## config.mk

```make
export PLATFORM = sky130hd
export DESIGN_NAME = auto_reload_timer_with_capture
export DESIGN_NICKNAME = d
export VERILOG_FILES = /design/src/core/tmr_pkg.sv /design/src/core/tmr_ifs.sv /design/src/core/tick_gen.sv /design/src/core/axil_slave.sv /design/src/core/auto_reload_timer_with_capture.sv
export SDC_FILE = /design/constraint.sdc
export NUM_CORES = 1
export LEC_CHECK = 0
export BUFFER_PORTS_ARGS = -buffer_cell sky130_fd_sc_hd__buf_4
export CORE_AREA = 2 2 111 91
export DETAILED_ROUTE_END_ITERATION = 7
export DIE_AREA = 0 0 113 93
export GPL_TIMING_DRIVEN = 0
export PLACE_DENSITY = 0.78
export SYNTH_ARGS = -nofsm -noshare
export SYNTH_HDL_FRONTEND = slang
export SYNTH_SLANG_ARGS = --single-unit
```

## constraint.sdc

```tcl
create_clock -name aclk -period 3.4 [get_ports aclk]
set_input_delay 0.17 -clock aclk [delete_from_list [all_inputs] [get_ports aclk]]
set_output_delay 0.17 -clock aclk [all_outputs]
set_load 0.02 [all_outputs]
```

## src/core/tmr_pkg.sv

```systemverilog
// constants shared by the timer block
package tmr_pkg;
    // register byte offsets
    localparam logic [7:0] OFF_CONTROL  = 8'h00;
    localparam logic [7:0] OFF_CNT_LO   = 8'h04;
    localparam logic [7:0] OFF_CNT_HI   = 8'h08;
    localparam logic [7:0] OFF_RL_LO    = 8'h0C;
    localparam logic [7:0] OFF_RL_HI    = 8'h10;
    localparam logic [7:0] OFF_CLK_CTL  = 8'h14;
    localparam logic [7:0] OFF_IRQ_EN   = 8'h18;
    // control register fields
    localparam int BIT_HI_FLAG   = 7;
    localparam int BIT_LO_FLAG   = 6;
    localparam int BIT_LO_IRQ_EN = 5;
    localparam int BIT_CAPTURE   = 4;
    localparam int BIT_SPLIT     = 3;
    localparam int BIT_RUN       = 2;
    localparam int BIT_XCLK      = 0;
    localparam logic [5:0] CTL_WR_MASK = 6'h3D;
    // clock control fields
    localparam int BIT_HI_CLK_SEL = 7;
    localparam int BIT_LO_CLK_SEL = 6;
    // reset values and counts
    localparam logic [7:0] RESET_BYTE   = 8'h00;
    localparam logic [3:0] PRESCALE_LAST = 4'hB;
    localparam logic [2:0] EXT_DIV_LAST  = 3'h7;
    localparam logic [1:0] RESP_OKAY    = 2'h0;
    localparam logic [1:0] RESP_SLVERR  = 2'h2;

    function automatic logic is_mapped(input logic [7:0] a);
        return (a == OFF_CONTROL) || (a == OFF_CNT_LO) ||
               (a == OFF_CNT_HI) || (a == OFF_RL_LO) ||
               (a == OFF_RL_HI) || (a == OFF_CLK_CTL) ||
               (a == OFF_IRQ_EN);
    endfunction

    function automatic logic byte_wraps(input logic [7:0] b);
        return b == 8'hFF;
    endfunction
endpackage

```

## src/core/tmr_ifs.sv

```systemverilog
// interfaces between the timer's own modules
`timescale 1ns/1ps
`default_nettype none
interface tick_if;
    logic sys12_tick;
    logic ext8_fall;
    modport src  (output sys12_tick, output ext8_fall);
    modport sink (input sys12_tick, input ext8_fall);
endinterface

interface reg_if;
    logic       wr_en;
    logic [7:0] wr_addr;
    logic [7:0] wr_data;
    logic [7:0] rd_addr;
    logic [7:0] rd_data;
    modport master (output wr_en, output wr_addr, output wr_data,
                    output rd_addr, input rd_data);
    modport regs   (input wr_en, input wr_addr, input wr_data,
                    input rd_addr, output rd_data);
endinterface
`default_nettype wire

```

## src/core/tick_gen.sv

```systemverilog
// count-source ticks: system clock /12 and external oscillator /8
`timescale 1ns/1ps
`default_nettype none
module tick_gen (
    // clock and reset
    input  wire logic aclk,
    input  wire logic aresetn,
    // external oscillator
    input  wire logic ext_osc,
    // ticks
    tick_if.src       tk
);
    logic [3:0] pre_r;
    logic       sync1_r;
    logic       sync2_r;
    logic       prev_r;
    logic [2:0] ediv_r;

    wire ext_rise = sync2_r & ~prev_r;

    always_ff @(posedge aclk) begin
        if (!aresetn) begin
            pre_r   <= 4'h0;
            sync1_r <= 1'b0;
            sync2_r <= 1'b0;
            prev_r  <= 1'b0;
            ediv_r  <= 3'h0;
        end else begin
            pre_r   <= (pre_r == tmr_pkg::PRESCALE_LAST) ? 4'h0
                                                         : pre_r + 4'h1;
            sync1_r <= ext_osc;
            sync2_r <= sync1_r;
            prev_r  <= sync2_r;
            if (ext_rise) begin
                ediv_r <= ediv_r + 3'h1;
            end
        end
    end

    assign tk.sys12_tick = (pre_r == tmr_pkg::PRESCALE_LAST);
    assign tk.ext8_fall  = ext_rise & (ediv_r == tmr_pkg::EXT_DIV_LAST);
endmodule
`default_nettype wire

```

## src/core/axil_slave.sv

```systemverilog
// AXI4-Lite slave front end for the timer registers
`timescale 1ns/1ps
`default_nettype none
module axil_slave (
    // clock and reset
    input  wire logic        aclk,
    input  wire logic        aresetn,
    // write address and data
    input  wire logic [7:0]  awaddr,
    input  wire logic        awvalid,
    output logic             awready,
    input  wire logic [31:0] wdata,
    input  wire logic [3:0]  wstrb,
    input  wire logic        wvalid,
    output logic             wready,
    // write response
    output logic [1:0]       bresp,
    output logic             bvalid,
    input  wire logic        bready,
    // read
    input  wire logic [7:0]  araddr,
    input  wire logic        arvalid,
    output logic             arready,
    output logic [31:0]      rdata,
    output logic [1:0]       rresp,
    output logic             rvalid,
    input  wire logic        rready,
    // register side
    reg_if.master            rg
);
    logic       aw_full_r;
    logic [7:0] aw_addr_r;
    logic       w_full_r;
    logic [7:0] w_data_r;
    logic       w_lane_r;
    logic       bvalid_r;
    logic [1:0] bresp_r;
    logic       rvalid_r;
    logic [7:0] rdata_r;
    logic [1:0] rresp_r;

    wire do_wr   = aw_full_r & w_full_r & ~bvalid_r;
    wire wr_hit  = tmr_pkg::is_mapped(aw_addr_r);
    wire rd_take = arvalid & ~rvalid_r;

    assign awready    = ~aw_full_r;
    assign wready     = ~w_full_r;
    assign arready    = ~rvalid_r;
    assign bvalid     = bvalid_r;
    assign bresp      = bresp_r;
    assign rvalid     = rvalid_r;
    assign rresp      = rresp_r;
    assign rdata      = {24'h000000, rdata_r};
    assign rg.wr_en   = do_wr & wr_hit & w_lane_r;
    assign rg.wr_addr = aw_addr_r;
    assign rg.wr_data = w_data_r;
    assign rg.rd_addr = araddr;

    always_ff @(posedge aclk) begin
        if (!aresetn) begin
            aw_full_r <= 1'b0;
            aw_addr_r <= 8'h00;
            w_full_r  <= 1'b0;
            w_data_r  <= 8'h00;
            w_lane_r  <= 1'b0;
            bvalid_r  <= 1'b0;
            bresp_r   <= tmr_pkg::RESP_OKAY;
        end else begin
            if (do_wr) begin
                aw_full_r <= 1'b0;
                w_full_r  <= 1'b0;
                bvalid_r  <= 1'b1;
                bresp_r   <= wr_hit ? tmr_pkg::RESP_OKAY
                                    : tmr_pkg::RESP_SLVERR;
            end else begin
                if (awvalid && !aw_full_r) begin
                    aw_full_r <= 1'b1;
                    aw_addr_r <= awaddr;
                end
                if (wvalid && !w_full_r) begin
                    w_full_r <= 1'b1;
                    w_data_r <= wdata[7:0];
                    w_lane_r <= wstrb[0];
                end
                if (bready) begin
                    bvalid_r <= 1'b0;
                end
            end
        end
    end

    always_ff @(posedge aclk) begin
        if (!aresetn) begin
            rvalid_r <= 1'b0;
            rdata_r  <= 8'h00;
            rresp_r  <= tmr_pkg::RESP_OKAY;
        end else if (rd_take) begin
            rvalid_r <= 1'b1;
            rdata_r  <= rg.rd_data;
            rresp_r  <= tmr_pkg::is_mapped(araddr) ? tmr_pkg::RESP_OKAY
                                                   : tmr_pkg::RESP_SLVERR;
        end else if (rready) begin
            rvalid_r <= 1'b0;
        end
    end
endmodule
`default_nettype wire

```

## src/core/auto_reload_timer_with_capture.sv

```systemverilog
// 16-bit / split 8-bit auto-reload timer with oscillator capture
//
// Chosen here: the AXI4-Lite slave port and the register addresses.
`timescale 1ns/1ps
`default_nettype none
// Notes on behaviour
// - 16-bit counter or two 8-bit timers
// - sources: clock, clock/12, oscillator/8
// - oscillator source synchronised before counting
// - 16-bit overflow loads both reload bytes
// - 16-bit overflow sets high flag
// - interrupt on every 16-bit overflow
// - optional interrupt on low byte wrap
// - split: each byte reloads on own wrap
// - split: run bit gates high byte only
// - per-byte select: clock, else /12 or /8
// - split: each byte wrap sets its flag
// - split: interrupt on high, optionally either
// - flags stay until software clears them
// - capture counts low byte on clock or clock/12
// - capture copies count into reload, sets flag
// - capture on oscillator/8 falling edge
// - capture enable bit selects capture mode
// - low flag on every low wrap
module auto_reload_timer_with_capture (
    // clock and reset
    input  wire logic        aclk,
    input  wire logic        aresetn,
    // axi write address and data
    input  wire logic [7:0]  awaddr,
    input  wire logic        awvalid,
    output logic             awready,
    input  wire logic [31:0] wdata,
    input  wire logic [3:0]  wstrb,
    input  wire logic        wvalid,
    output logic             wready,
    // axi write response
    output logic [1:0]       bresp,
    output logic             bvalid,
    input  wire logic        bready,
    // axi read
    input  wire logic [7:0]  araddr,
    input  wire logic        arvalid,
    output logic             arready,
    output logic [31:0]      rdata,
    output logic [1:0]       rresp,
    output logic             rvalid,
    input  wire logic        rready,
    // external oscillator and interrupt request
    input  wire logic        ext_osc,
    output logic             irq_request
);
    //--------------------------------------------------------------
    // sub-blocks
    //--------------------------------------------------------------
    tick_if tk ();
    reg_if  rg ();

    tick_gen u_tick (
        .aclk    (aclk),
        .aresetn (aresetn),
        .ext_osc (ext_osc),
        .tk      (tk.src)
    );

    axil_slave u_bus (
        .aclk    (aclk),
        .aresetn (aresetn),
        .awaddr  (awaddr),
        .awvalid (awvalid),
        .awready (awready),
        .wdata   (wdata),
        .wstrb   (wstrb),
        .wvalid  (wvalid),
        .wready  (wready),
        .bresp   (bresp),
        .bvalid  (bvalid),
        .bready  (bready),
        .araddr  (araddr),
        .arvalid (arvalid),
        .arready (arready),
        .rdata   (rdata),
        .rresp   (rresp),
        .rvalid  (rvalid),
        .rready  (rready),
        .rg      (rg.master)
    );

    //--------------------------------------------------------------
    // registers
    //--------------------------------------------------------------
    logic [7:0] cnt_lo_r;
    logic [7:0] cnt_hi_r;
    logic [7:0] rl_lo_r;
    logic [7:0] rl_hi_r;
    logic [5:0] ctl_r;
    logic       hi_flag_r;
    logic       lo_flag_r;
    logic [1:0] clk_ctl_r;
    logic       irq_en_r;

    function automatic logic [7:0] advance(input logic [7:0] b,
                                           input logic [7:0] rl,
                                           input logic       wrap);
        return wrap ? rl : b + 8'h01;
    endfunction

    //--------------------------------------------------------------
    // write decode and field names
    //--------------------------------------------------------------
    wire wr_ctl    = rg.wr_en && (rg.wr_addr == tmr_pkg::OFF_CONTROL);
    wire wr_cnt_lo = rg.wr_en && (rg.wr_addr == tmr_pkg::OFF_CNT_LO);
    wire wr_cnt_hi = rg.wr_en && (rg.wr_addr == tmr_pkg::OFF_CNT_HI);
    wire wr_rl_lo  = rg.wr_en && (rg.wr_addr == tmr_pkg::OFF_RL_LO);
    wire wr_rl_hi  = rg.wr_en && (rg.wr_addr == tmr_pkg::OFF_RL_HI);
    wire wr_clk    = rg.wr_en && (rg.wr_addr == tmr_pkg::OFF_CLK_CTL);
    wire wr_irq    = rg.wr_en && (rg.wr_addr == tmr_pkg::OFF_IRQ_EN);

    wire low_byte_irq_enable   = ctl_r[tmr_pkg::BIT_LO_IRQ_EN];
    wire capture_mode_enable   = ctl_r[tmr_pkg::BIT_CAPTURE];
    wire split_mode_select     = ctl_r[tmr_pkg::BIT_SPLIT];
    wire run_control           = ctl_r[tmr_pkg::BIT_RUN];
    wire external_clock_select = ctl_r[tmr_pkg::BIT_XCLK];
    wire high_clock_select     = clk_ctl_r[1];
    wire low_clock_select      = clk_ctl_r[0];

    //--------------------------------------------------------------
    // count sources
    //--------------------------------------------------------------
    // per-byte source choice
    wire ext_or_div_hi = external_clock_select ? tk.ext8_fall
                                               : tk.sys12_tick;
    // capture never counts the low byte on the measured source
    wire ext_or_div_lo = (external_clock_select && !capture_mode_enable)
                         ? tk.ext8_fall : tk.sys12_tick;
    wire tick_hi = high_clock_select | ext_or_div_hi;
    wire tick_lo = low_clock_select | ext_or_div_lo;

    //--------------------------------------------------------------
    // counting events
    //--------------------------------------------------------------
    // mode decode
    wire split    = split_mode_select;
    wire step16   = !split && run_control && tick_lo;
    wire lo_full  = tmr_pkg::byte_wraps(cnt_lo_r);
    wire hi_full  = tmr_pkg::byte_wraps(cnt_hi_r);
    wire wrap16   = step16 && lo_full && hi_full;
    // low byte free-running in split mode
    wire lo_step  = split ? tick_lo : step16;
    wire lo_wrap  = lo_step && lo_full;
    wire hi_step_s = split && run_control && tick_hi;
    wire hi_wrap_s = hi_step_s && hi_full;
    wire hi_adv   = split ? hi_step_s : (step16 && lo_full);
    wire hi_load  = split ? hi_wrap_s : wrap16;
    wire lo_load  = split ? lo_wrap : wrap16;
    // captured on oscillator /8 falling edge
    wire capture_evt = capture_mode_enable && run_control &&
                       tk.ext8_fall;
    wire hi_event = wrap16 || hi_wrap_s || capture_evt;

    //--------------------------------------------------------------
    // next values
    //--------------------------------------------------------------
    wire [7:0] cnt_lo_nxt = wr_cnt_lo ? rg.wr_data :
        lo_step ? advance(cnt_lo_r, rl_lo_r, lo_load) : cnt_lo_r;
    wire [7:0] cnt_hi_nxt = wr_cnt_hi ? rg.wr_data :
        hi_adv ? advance(cnt_hi_r, rl_hi_r, hi_load) : cnt_hi_r;
    wire [7:0] rl_lo_nxt = capture_evt ? cnt_lo_r :
                           wr_rl_lo ? rg.wr_data : rl_lo_r;
    wire [7:0] rl_hi_nxt = capture_evt ? cnt_hi_r :
                           wr_rl_hi ? rg.wr_data : rl_hi_r;
    wire hi_flag_nxt = hi_event ||
        (wr_ctl ? rg.wr_data[tmr_pkg::BIT_HI_FLAG] : hi_flag_r);
    wire lo_flag_nxt = lo_wrap ||
        (wr_ctl ? rg.wr_data[tmr_pkg::BIT_LO_FLAG] : lo_flag_r);

    always_ff @(posedge aclk) begin
        if (!aresetn) begin
            cnt_lo_r  <= tmr_pkg::RESET_BYTE;
            cnt_hi_r  <= tmr_pkg::RESET_BYTE;
            rl_lo_r   <= tmr_pkg::RESET_BYTE;
            rl_hi_r   <= tmr_pkg::RESET_BYTE;
            ctl_r     <= 6'h00;
            hi_flag_r <= 1'b0;
            lo_flag_r <= 1'b0;
            clk_ctl_r <= 2'h0;
            irq_en_r  <= 1'b0;
        end else begin
            cnt_lo_r  <= cnt_lo_nxt;
            cnt_hi_r  <= cnt_hi_nxt;
            rl_lo_r   <= rl_lo_nxt;
            rl_hi_r   <= rl_hi_nxt;
            hi_flag_r <= hi_flag_nxt;
            lo_flag_r <= lo_flag_nxt;
            if (wr_ctl) begin
                ctl_r <= rg.wr_data[5:0] & tmr_pkg::CTL_WR_MASK;
            end
            if (wr_clk) begin
                clk_ctl_r <= {rg.wr_data[tmr_pkg::BIT_HI_CLK_SEL],
                              rg.wr_data[tmr_pkg::BIT_LO_CLK_SEL]};
            end
            if (wr_irq) begin
                irq_en_r <= rg.wr_data[0];
            end
        end
    end

    //--------------------------------------------------------------
    // interrupt request and read mux
    //--------------------------------------------------------------
    // high flag requests whenever irq_en_r is set
    assign irq_request = irq_en_r &&
        (hi_flag_r || (low_byte_irq_enable && lo_flag_r));

    wire [7:0] ctl_view = {hi_flag_r, lo_flag_r, ctl_r};
    wire [7:0] clk_view = {clk_ctl_r, 6'h00};
    wire [7:0] a = rg.rd_addr;
    assign rg.rd_data =
        (a == tmr_pkg::OFF_CONTROL) ? ctl_view :
        (a == tmr_pkg::OFF_CNT_LO)  ? cnt_lo_r :
        (a == tmr_pkg::OFF_CNT_HI)  ? cnt_hi_r :
        (a == tmr_pkg::OFF_RL_LO)   ? rl_lo_r  :
        (a == tmr_pkg::OFF_RL_HI)   ? rl_hi_r  :
        (a == tmr_pkg::OFF_CLK_CTL) ? clk_view :
        (a == tmr_pkg::OFF_IRQ_EN)  ? {7'h00, irq_en_r} : 8'h00;
endmodule
`default_nettype wire

```

Word level (Yosys, flattened, before mapping)
Index checks and enable logic that the tools add are counted.

Input port bits: 60. Register bits after elaboration: 85. Output and inout bits: 42.

Add/subtract/negate cells: 4. Reductions and logical operators: 55. Equal/unequal tests: 16. Bitwise gates (word level): 16. Mux-type cells: 31.

Operator list (number): two-way mux 8 bit (16); == test 8 x 5 -> 1 bit (second input constant) (6); == test 8 x 4 -> 1 bit (second input constant) (4); logical AND 1 bit (22); logical OR 1 bit (17); adder 8 x 1 -> 8 bit (second input constant) (2); == test 8 x 3 -> 1 bit (second input constant) (2); == test 8 bit (second input constant) (2); logical NOT 8 bit (2); two-way mux 1 bit (13); nonzero test 2 bit (6); bitwise AND 1 bit (7); NOT 1 bit (7); adder 4 x 1 -> 4 bit (second input constant) (1); == test 4 bit (second input constant) (1); logical NOT 1 bit (4); two-way mux 2 bit (2); AND reduction 2 bit (2); OR reduction 2 bit (2); adder 3 x 1 -> 3 bit (second input constant) (1); == test 3 bit (second input constant) (1); OR 1 bit (2).

Logic depth before layout (Yosys ltp)
Depth after elaboration: 12. Mapped depth: 8. Gate-level depth less buffers: 7.

Modules after synthesis
From an unflattened synthesis, not the netlist that was laid out.

Cells, all modules: 539. Area, all modules: 4574.4 µm².

Modules (own cells, without submodules): auto_reload_timer_with_capture (area an instance 2697.6 µm², cells each 332, instances 1); axil_slave (area an instance 1471.4 µm², cells each 170, instances 1); tick_gen (area an instance 405.4 µm², cells each 37, instances 1).

Worst setup path before layout
OpenSTA, ideal clock, no wires.

Path type: flip-flop to flip-flop. Start: reg u_bus.aw_addr_r[1], in the netlist u_bus.rg.wr_addr[1]. End: reg rl_lo_r[6]. Slack: 1.278 ns. Arrival: 1.990 ns. Stages on the path, launching flop included: 8. Path buffers: 2. Cell sequence: dfxtp_1 > or4_1 > buf_2 > nor4_4 > and3_1 > buf_4 > mux2i_1 > a21oi_1.

Word-level cells in the longest chain between the ends: 11. Elaborated cells between the ends (all ways): 17. Those cells by class: 6 x eq/ne; 2 x bitwise; 9 x reduce/logical.

Ends and longest elaborated chain: start: declaration (RTL line axil_slave.sv:32) `logic [7:0] aw_addr_r;`; start signal: assignment (RTL line axil_slave.sv:78) `aw_addr_r <= awaddr;`; == test 8 x 3 -> 1 bit / logical NOT 8 bit (equally long branches) (RTL line tmr_pkg.sv:31) `return (a == OFF_CONTROL) || (a == OFF_CNT_LO) ||`; logical OR 1 bit (2 in a row) (RTL line tmr_pkg.sv:31); logical OR 1 bit (2 in a row) (RTL line tmr_pkg.sv:32) `(a == OFF_CNT_HI) || (a == OFF_RL_LO) ||`; logical OR 1 bit (2 in a row) (RTL line tmr_pkg.sv:33) `(a == OFF_RL_HI) || (a == OFF_CLK_CTL) ||`; bitwise AND 1 bit (2 in a row) (RTL line axil_slave.sv:54) `assign rg.wr_en = do_wr & wr_hit & w_lane_r;`; logical AND 1 bit (*) (RTL line auto_reload_timer_with_capture.sv:114) `wire wr_rl_lo = rg.wr_en && (rg.wr_addr == tmr_pkg::OFF_RL_LO);`; nonzero test 2 bit (no line) (*); end signal: assignment (RTL line auto_reload_timer_with_capture.sv:181) `rl_lo_r <= tmr_pkg::RESET_BYTE;`; end signal: assignment (RTL line auto_reload_timer_with_capture.sv:191) `rl_lo_r <= rl_lo_nxt;`; end: declaration (RTL line auto_reload_timer_with_capture.sv:94) `logic [7:0] rl_lo_r;`.

Every way passes the cells marked *; elsewhere a longest branch is shown, timed or not. A chain may end at the register's enable or synchronous reset.

Final worst setup path
Start: reg u_bus.aw_addr_r[1], in the netlist u_bus.rg.wr_addr[1]. End: reg cnt_lo_r[5].

Word-level cells in the longest chain between the ends: 11. Elaborated cells between the ends (all ways): 18. Those cells by class: 6 x eq/ne; 1 x mux; 2 x bitwise; 9 x reduce/logical.

Ends and longest elaborated chain: == test 8 x 3 -> 1 bit / logical NOT 8 bit (equally long branches) (RTL line tmr_pkg.sv:31, auto_reload_timer_with_capture.sv:112); logical OR 1 bit (2 in a row) (RTL line tmr_pkg.sv:31); logical OR 1 bit (2 in a row) (RTL line tmr_pkg.sv:32); logical OR 1 bit (2 in a row) (RTL line tmr_pkg.sv:33); bitwise AND 1 bit (2 in a row) (RTL line axil_slave.sv:54); logical AND 1 bit (*) (RTL line auto_reload_timer_with_capture.sv:112) `wire wr_cnt_lo = rg.wr_en && (rg.wr_addr == tmr_pkg::OFF_CNT_LO);`; two-way mux 8 bit / nonzero test 2 bit (equally long branches); end signal: assignment (RTL line auto_reload_timer_with_capture.sv:179) `cnt_lo_r <= tmr_pkg::RESET_BYTE;`; end signal: assignment (RTL line auto_reload_timer_with_capture.sv:189) `cnt_lo_r <= cnt_lo_nxt;`; end: declaration (RTL line auto_reload_timer_with_capture.sv:92) `logic [7:0] cnt_lo_r;`.

Marks and branches as above.

==> run summary <==
gpl congestion -> 0.986
max cap viols -> 0
worst hold endpoint -> u_bus.rvalid$_SDFFE_PN0P_
share of cells above drive strength 1 -> 15.3%
clock slew at reported path FFs -> 60 ps
final std cells w/o fill -> 768
P&R area growth vs syn -> 19.6%
vias in the first global route -> 4058
Worst Setup End Kind -> register
Layout Nets -> 709
largest net degree at the start of global routing -> 16
WL/cell -> 17.4 um
Hold Path Depth -> 2
Synth top cells by count -> dfxtp_1 (83), nand2_1 (56), a21oi_1 (46), nor2_1 (46), mux2i_1 (40)
initial antenna violation count -> 0
fmax -> 0.398 GHz
Mapped Area -> 4580 um2
# setup viols final -> 0
Vias/cell -> 5.83
Int Power -> 1.69 mW
worst hold path type -> input pin to register
Initial Util -> 48.5%
CP startpoint kind -> register
full die area -> 10500 um2
fin. max-slew vios -> 0
register area share after synthesis -> 36.2%
Max Fanout on Critical Path -> 10
PwrDens -> 414 nW/um2
Sequential Power Share -> 45.1%
first-pass GRT wire length -> 21.1 mm
grt ovf -> 0
fin area -> 5480 um2
yosys warns -> 0
leading post-synthesis cells by cell area -> dfxtp_1 (36%), mux2i_1 (8.7%), a21oi_1 (5.0%), nand2_1 (4.6%), buf_4 (4.4%)
worst hold slack -> 10.3 ps
share of the synthesized area in the top cell type -> 36.2%
critical path class -> register to register
violated checks -> DRC
fin crit share -> 73.9%
Final min period -> 2510 ps
Worst Reg-to-Reg Cells -> 6
Total GRT Usage -> 25.4%
RSZ-0062 raised after global routing -> no
synth unique cells -> 56
Setup Skew -> 5.75 ps
clk root buf -> clkbuf_16
async set or reset register ratio after synthesis -> 0%
Post-Route WL -> 13.4 mm
Syn Area/Cell -> 8.16 um2
clock share of power -> 44.7%
R2R setup slack -> 890 ps
CTS resizes -> 0
CTS Buf Count -> 9
post-synthesis cell count -> 562
top-count cell post-synth -> dfxtp_1
slack of the critical path -> 886 ps
VDD IR max -> 0.359 mV
placed inst area -> 5170 um2
Reg2Reg Capture Point -> cnt_lo_r[5]$_SDFFE_PN0P_
dpl hpwl -> 9.84 mm
Comb pwr share -> 10.2%
Top FF cell, synth -> dfxtp_1
# DRC -> 6
Via Count -> 4476
Post-synth EDFFs -> 0
WP data required -> 3600 ps
count of final hold-check violations -> 0
Worst-Skew Late Latency -> 340 ps
FF-to-FF Start -> u_bus.rg.wr_addr[1]$_SDFFE_PN0P_
register bit total from synthesis -> 83
die height -> 93 um
n_diodes -> 0
clock sink count -> 83
std cell rows -> 32
Setup Buffers After CTS -> 0
cell taking the most area after synthesis -> dfxtp_1
I/O pin cnt -> 102
switching pwr -> 0.585 mW
Slew HR -> 28.4%
total negative slack -> 0 ps
Post-CTS Hold Buffers -> 0
Buffers on Ports -> 46
CORE AREA -> 9450 um2
status -> finished with violations
Worst Path Arrival -> 2710 ps
clock tree buffer depth -> 2
Place WS -> 926 ps
switch share -> 25.7%
Worst-Margin Slew -> 1070 ps
Worst Min Path Start -> rready
leakage power -> 2.22 nW
Die Span X -> 113 um
Placed Instances -> 752
CTS tree -> done
H-tree depth -> 3
first-pass detailed-route iteration total -> 7
Detail Route Antenna Nets -> 0
1st-iter DRT viols -> 552
sequential cells by signal (all words and copies together) (netlist names), 4 cells and up:
signal and cells:
cnt_hi_r 8, cnt_lo_r 8, rl_hi_r 8, rl_lo_r 8
u_bus.rdata_r 8, u_bus.rg.wr_addr 8, u_bus.rg.wr_data 8, ctl_r 5
u_tick.pre_r 4
how the worst max path moves through the flow:
stage | startpoint | endpoint | cells past startpoint
finish | u_bus.rg.wr_addr[1]$_SDFFE_PN0P_ | cnt_lo_r[5]$_SDFFE_PN0P_ | 6
floorplan | u_bus.rg.wr_addr[1]$_SDFFE_PN0P_ | rl_lo_r[6]$_SDFFE_PN0P_ | 7
global placement | u_bus.rg.wr_addr[1]$_SDFFE_PN0P_ | cnt_lo_r[5]$_SDFFE_PN0P_ | 6
global route | u_bus.rg.wr_addr[1]$_SDFFE_PN0P_ | cnt_lo_r[5]$_SDFFE_PN0P_ | 6
detailed placement | u_bus.rg.wr_addr[1]$_SDFFE_PN0P_ | cnt_lo_r[5]$_SDFFE_PN0P_ | 6
CTS | u_bus.rg.wr_addr[1]$_SDFFE_PN0P_ | cnt_lo_r[5]$_SDFFE_PN0P_ | 6
cell usage in the layout (no fill, tap or decap), types with 3 or more instances in the layout:
cell and count:
a211oi_1 11, a21oi_1 46, a22oi_1 6, a31oi_1 13, and2_1 10, and3_1 7, and4_1 4, buf_4 73
clkbuf_1 31, clkbuf_16 9, conb_1 26, dfxtp_1 83, ha_1 5, inv_1 17, mux2_2 3, mux2i_1 40
nand2_1 56, nand2b_1 10, nand3_1 24, nand3b_1 4, nand4_1 6, nand4b_1 4, nor2_1 46, nor2b_1 11
nor3_1 8, nor4_1 4, o21ai_0 17, o221ai_1 3, o22ai_1 9, o2bb2ai_1 3, o311ai_0 4, o31ai_1 6
or3_1 3, or4_1 4, xnor2_1 7
critical path, stage by stage, from the launching register on:
cell and delay (ps):
dfxtp_1 310, or4_1 500, buf_2 180, nor4_4 500, nand2_1 350, nand3_1 390, o22ai_1 140
layout make-up:
class                           count  area [um2]
Inverter                           17        63.8
Clock inverter                      6        72.6
Fill cell                         886        3970
Buffer                             62         337
Sequential cell                    83        1660
Tap cell                          119         149
Timing Repair Buffer               46         345
Multi-Input combinational cell    425        2620
Clock buffer                       10         239
through the flow:
step / power [mW] / utilization, %
global route: 2.35 / 58.0
detailed placement: 1.28 / 54.7
finish: 2.27 / 58.0
global placement: 1.27 / 54.7
CTS: 2.29 / 58.0
floorplan: 1.19 / -
per-layer routing:
metal	share of wire (%)	track usage, %
met2	44	40.6
met5	0	0
met3	12	7.39
met4	2.5	5.89
met1	42	34.1
power groups by stage:
stage / clock network [mW] / logic, mW / registers, mW
2_1_floorplan: 0 / 0.156 / 1.04
3_3_place_gp: 0 / 0.224 / 1.04
3_5_place_dp: 0 / 0.230 / 1.05
4_1_cts: 1.03 / 0.230 / 1.02
5_1_grt: 1.07 / 0.253 / 1.03
6_report: 1.02 / 0.232 / 1.03
cell families after synthesis:
group | synth area share, %
fa+ha+maj | 1.36
flops | 36.2
simple gates | 23.3
xor+xnor | 1.53
compound gates | 18.8
other cells | 0.0818
buf+inv | 8.73
mux | 9.96
(Power assumes the default switching activity.)
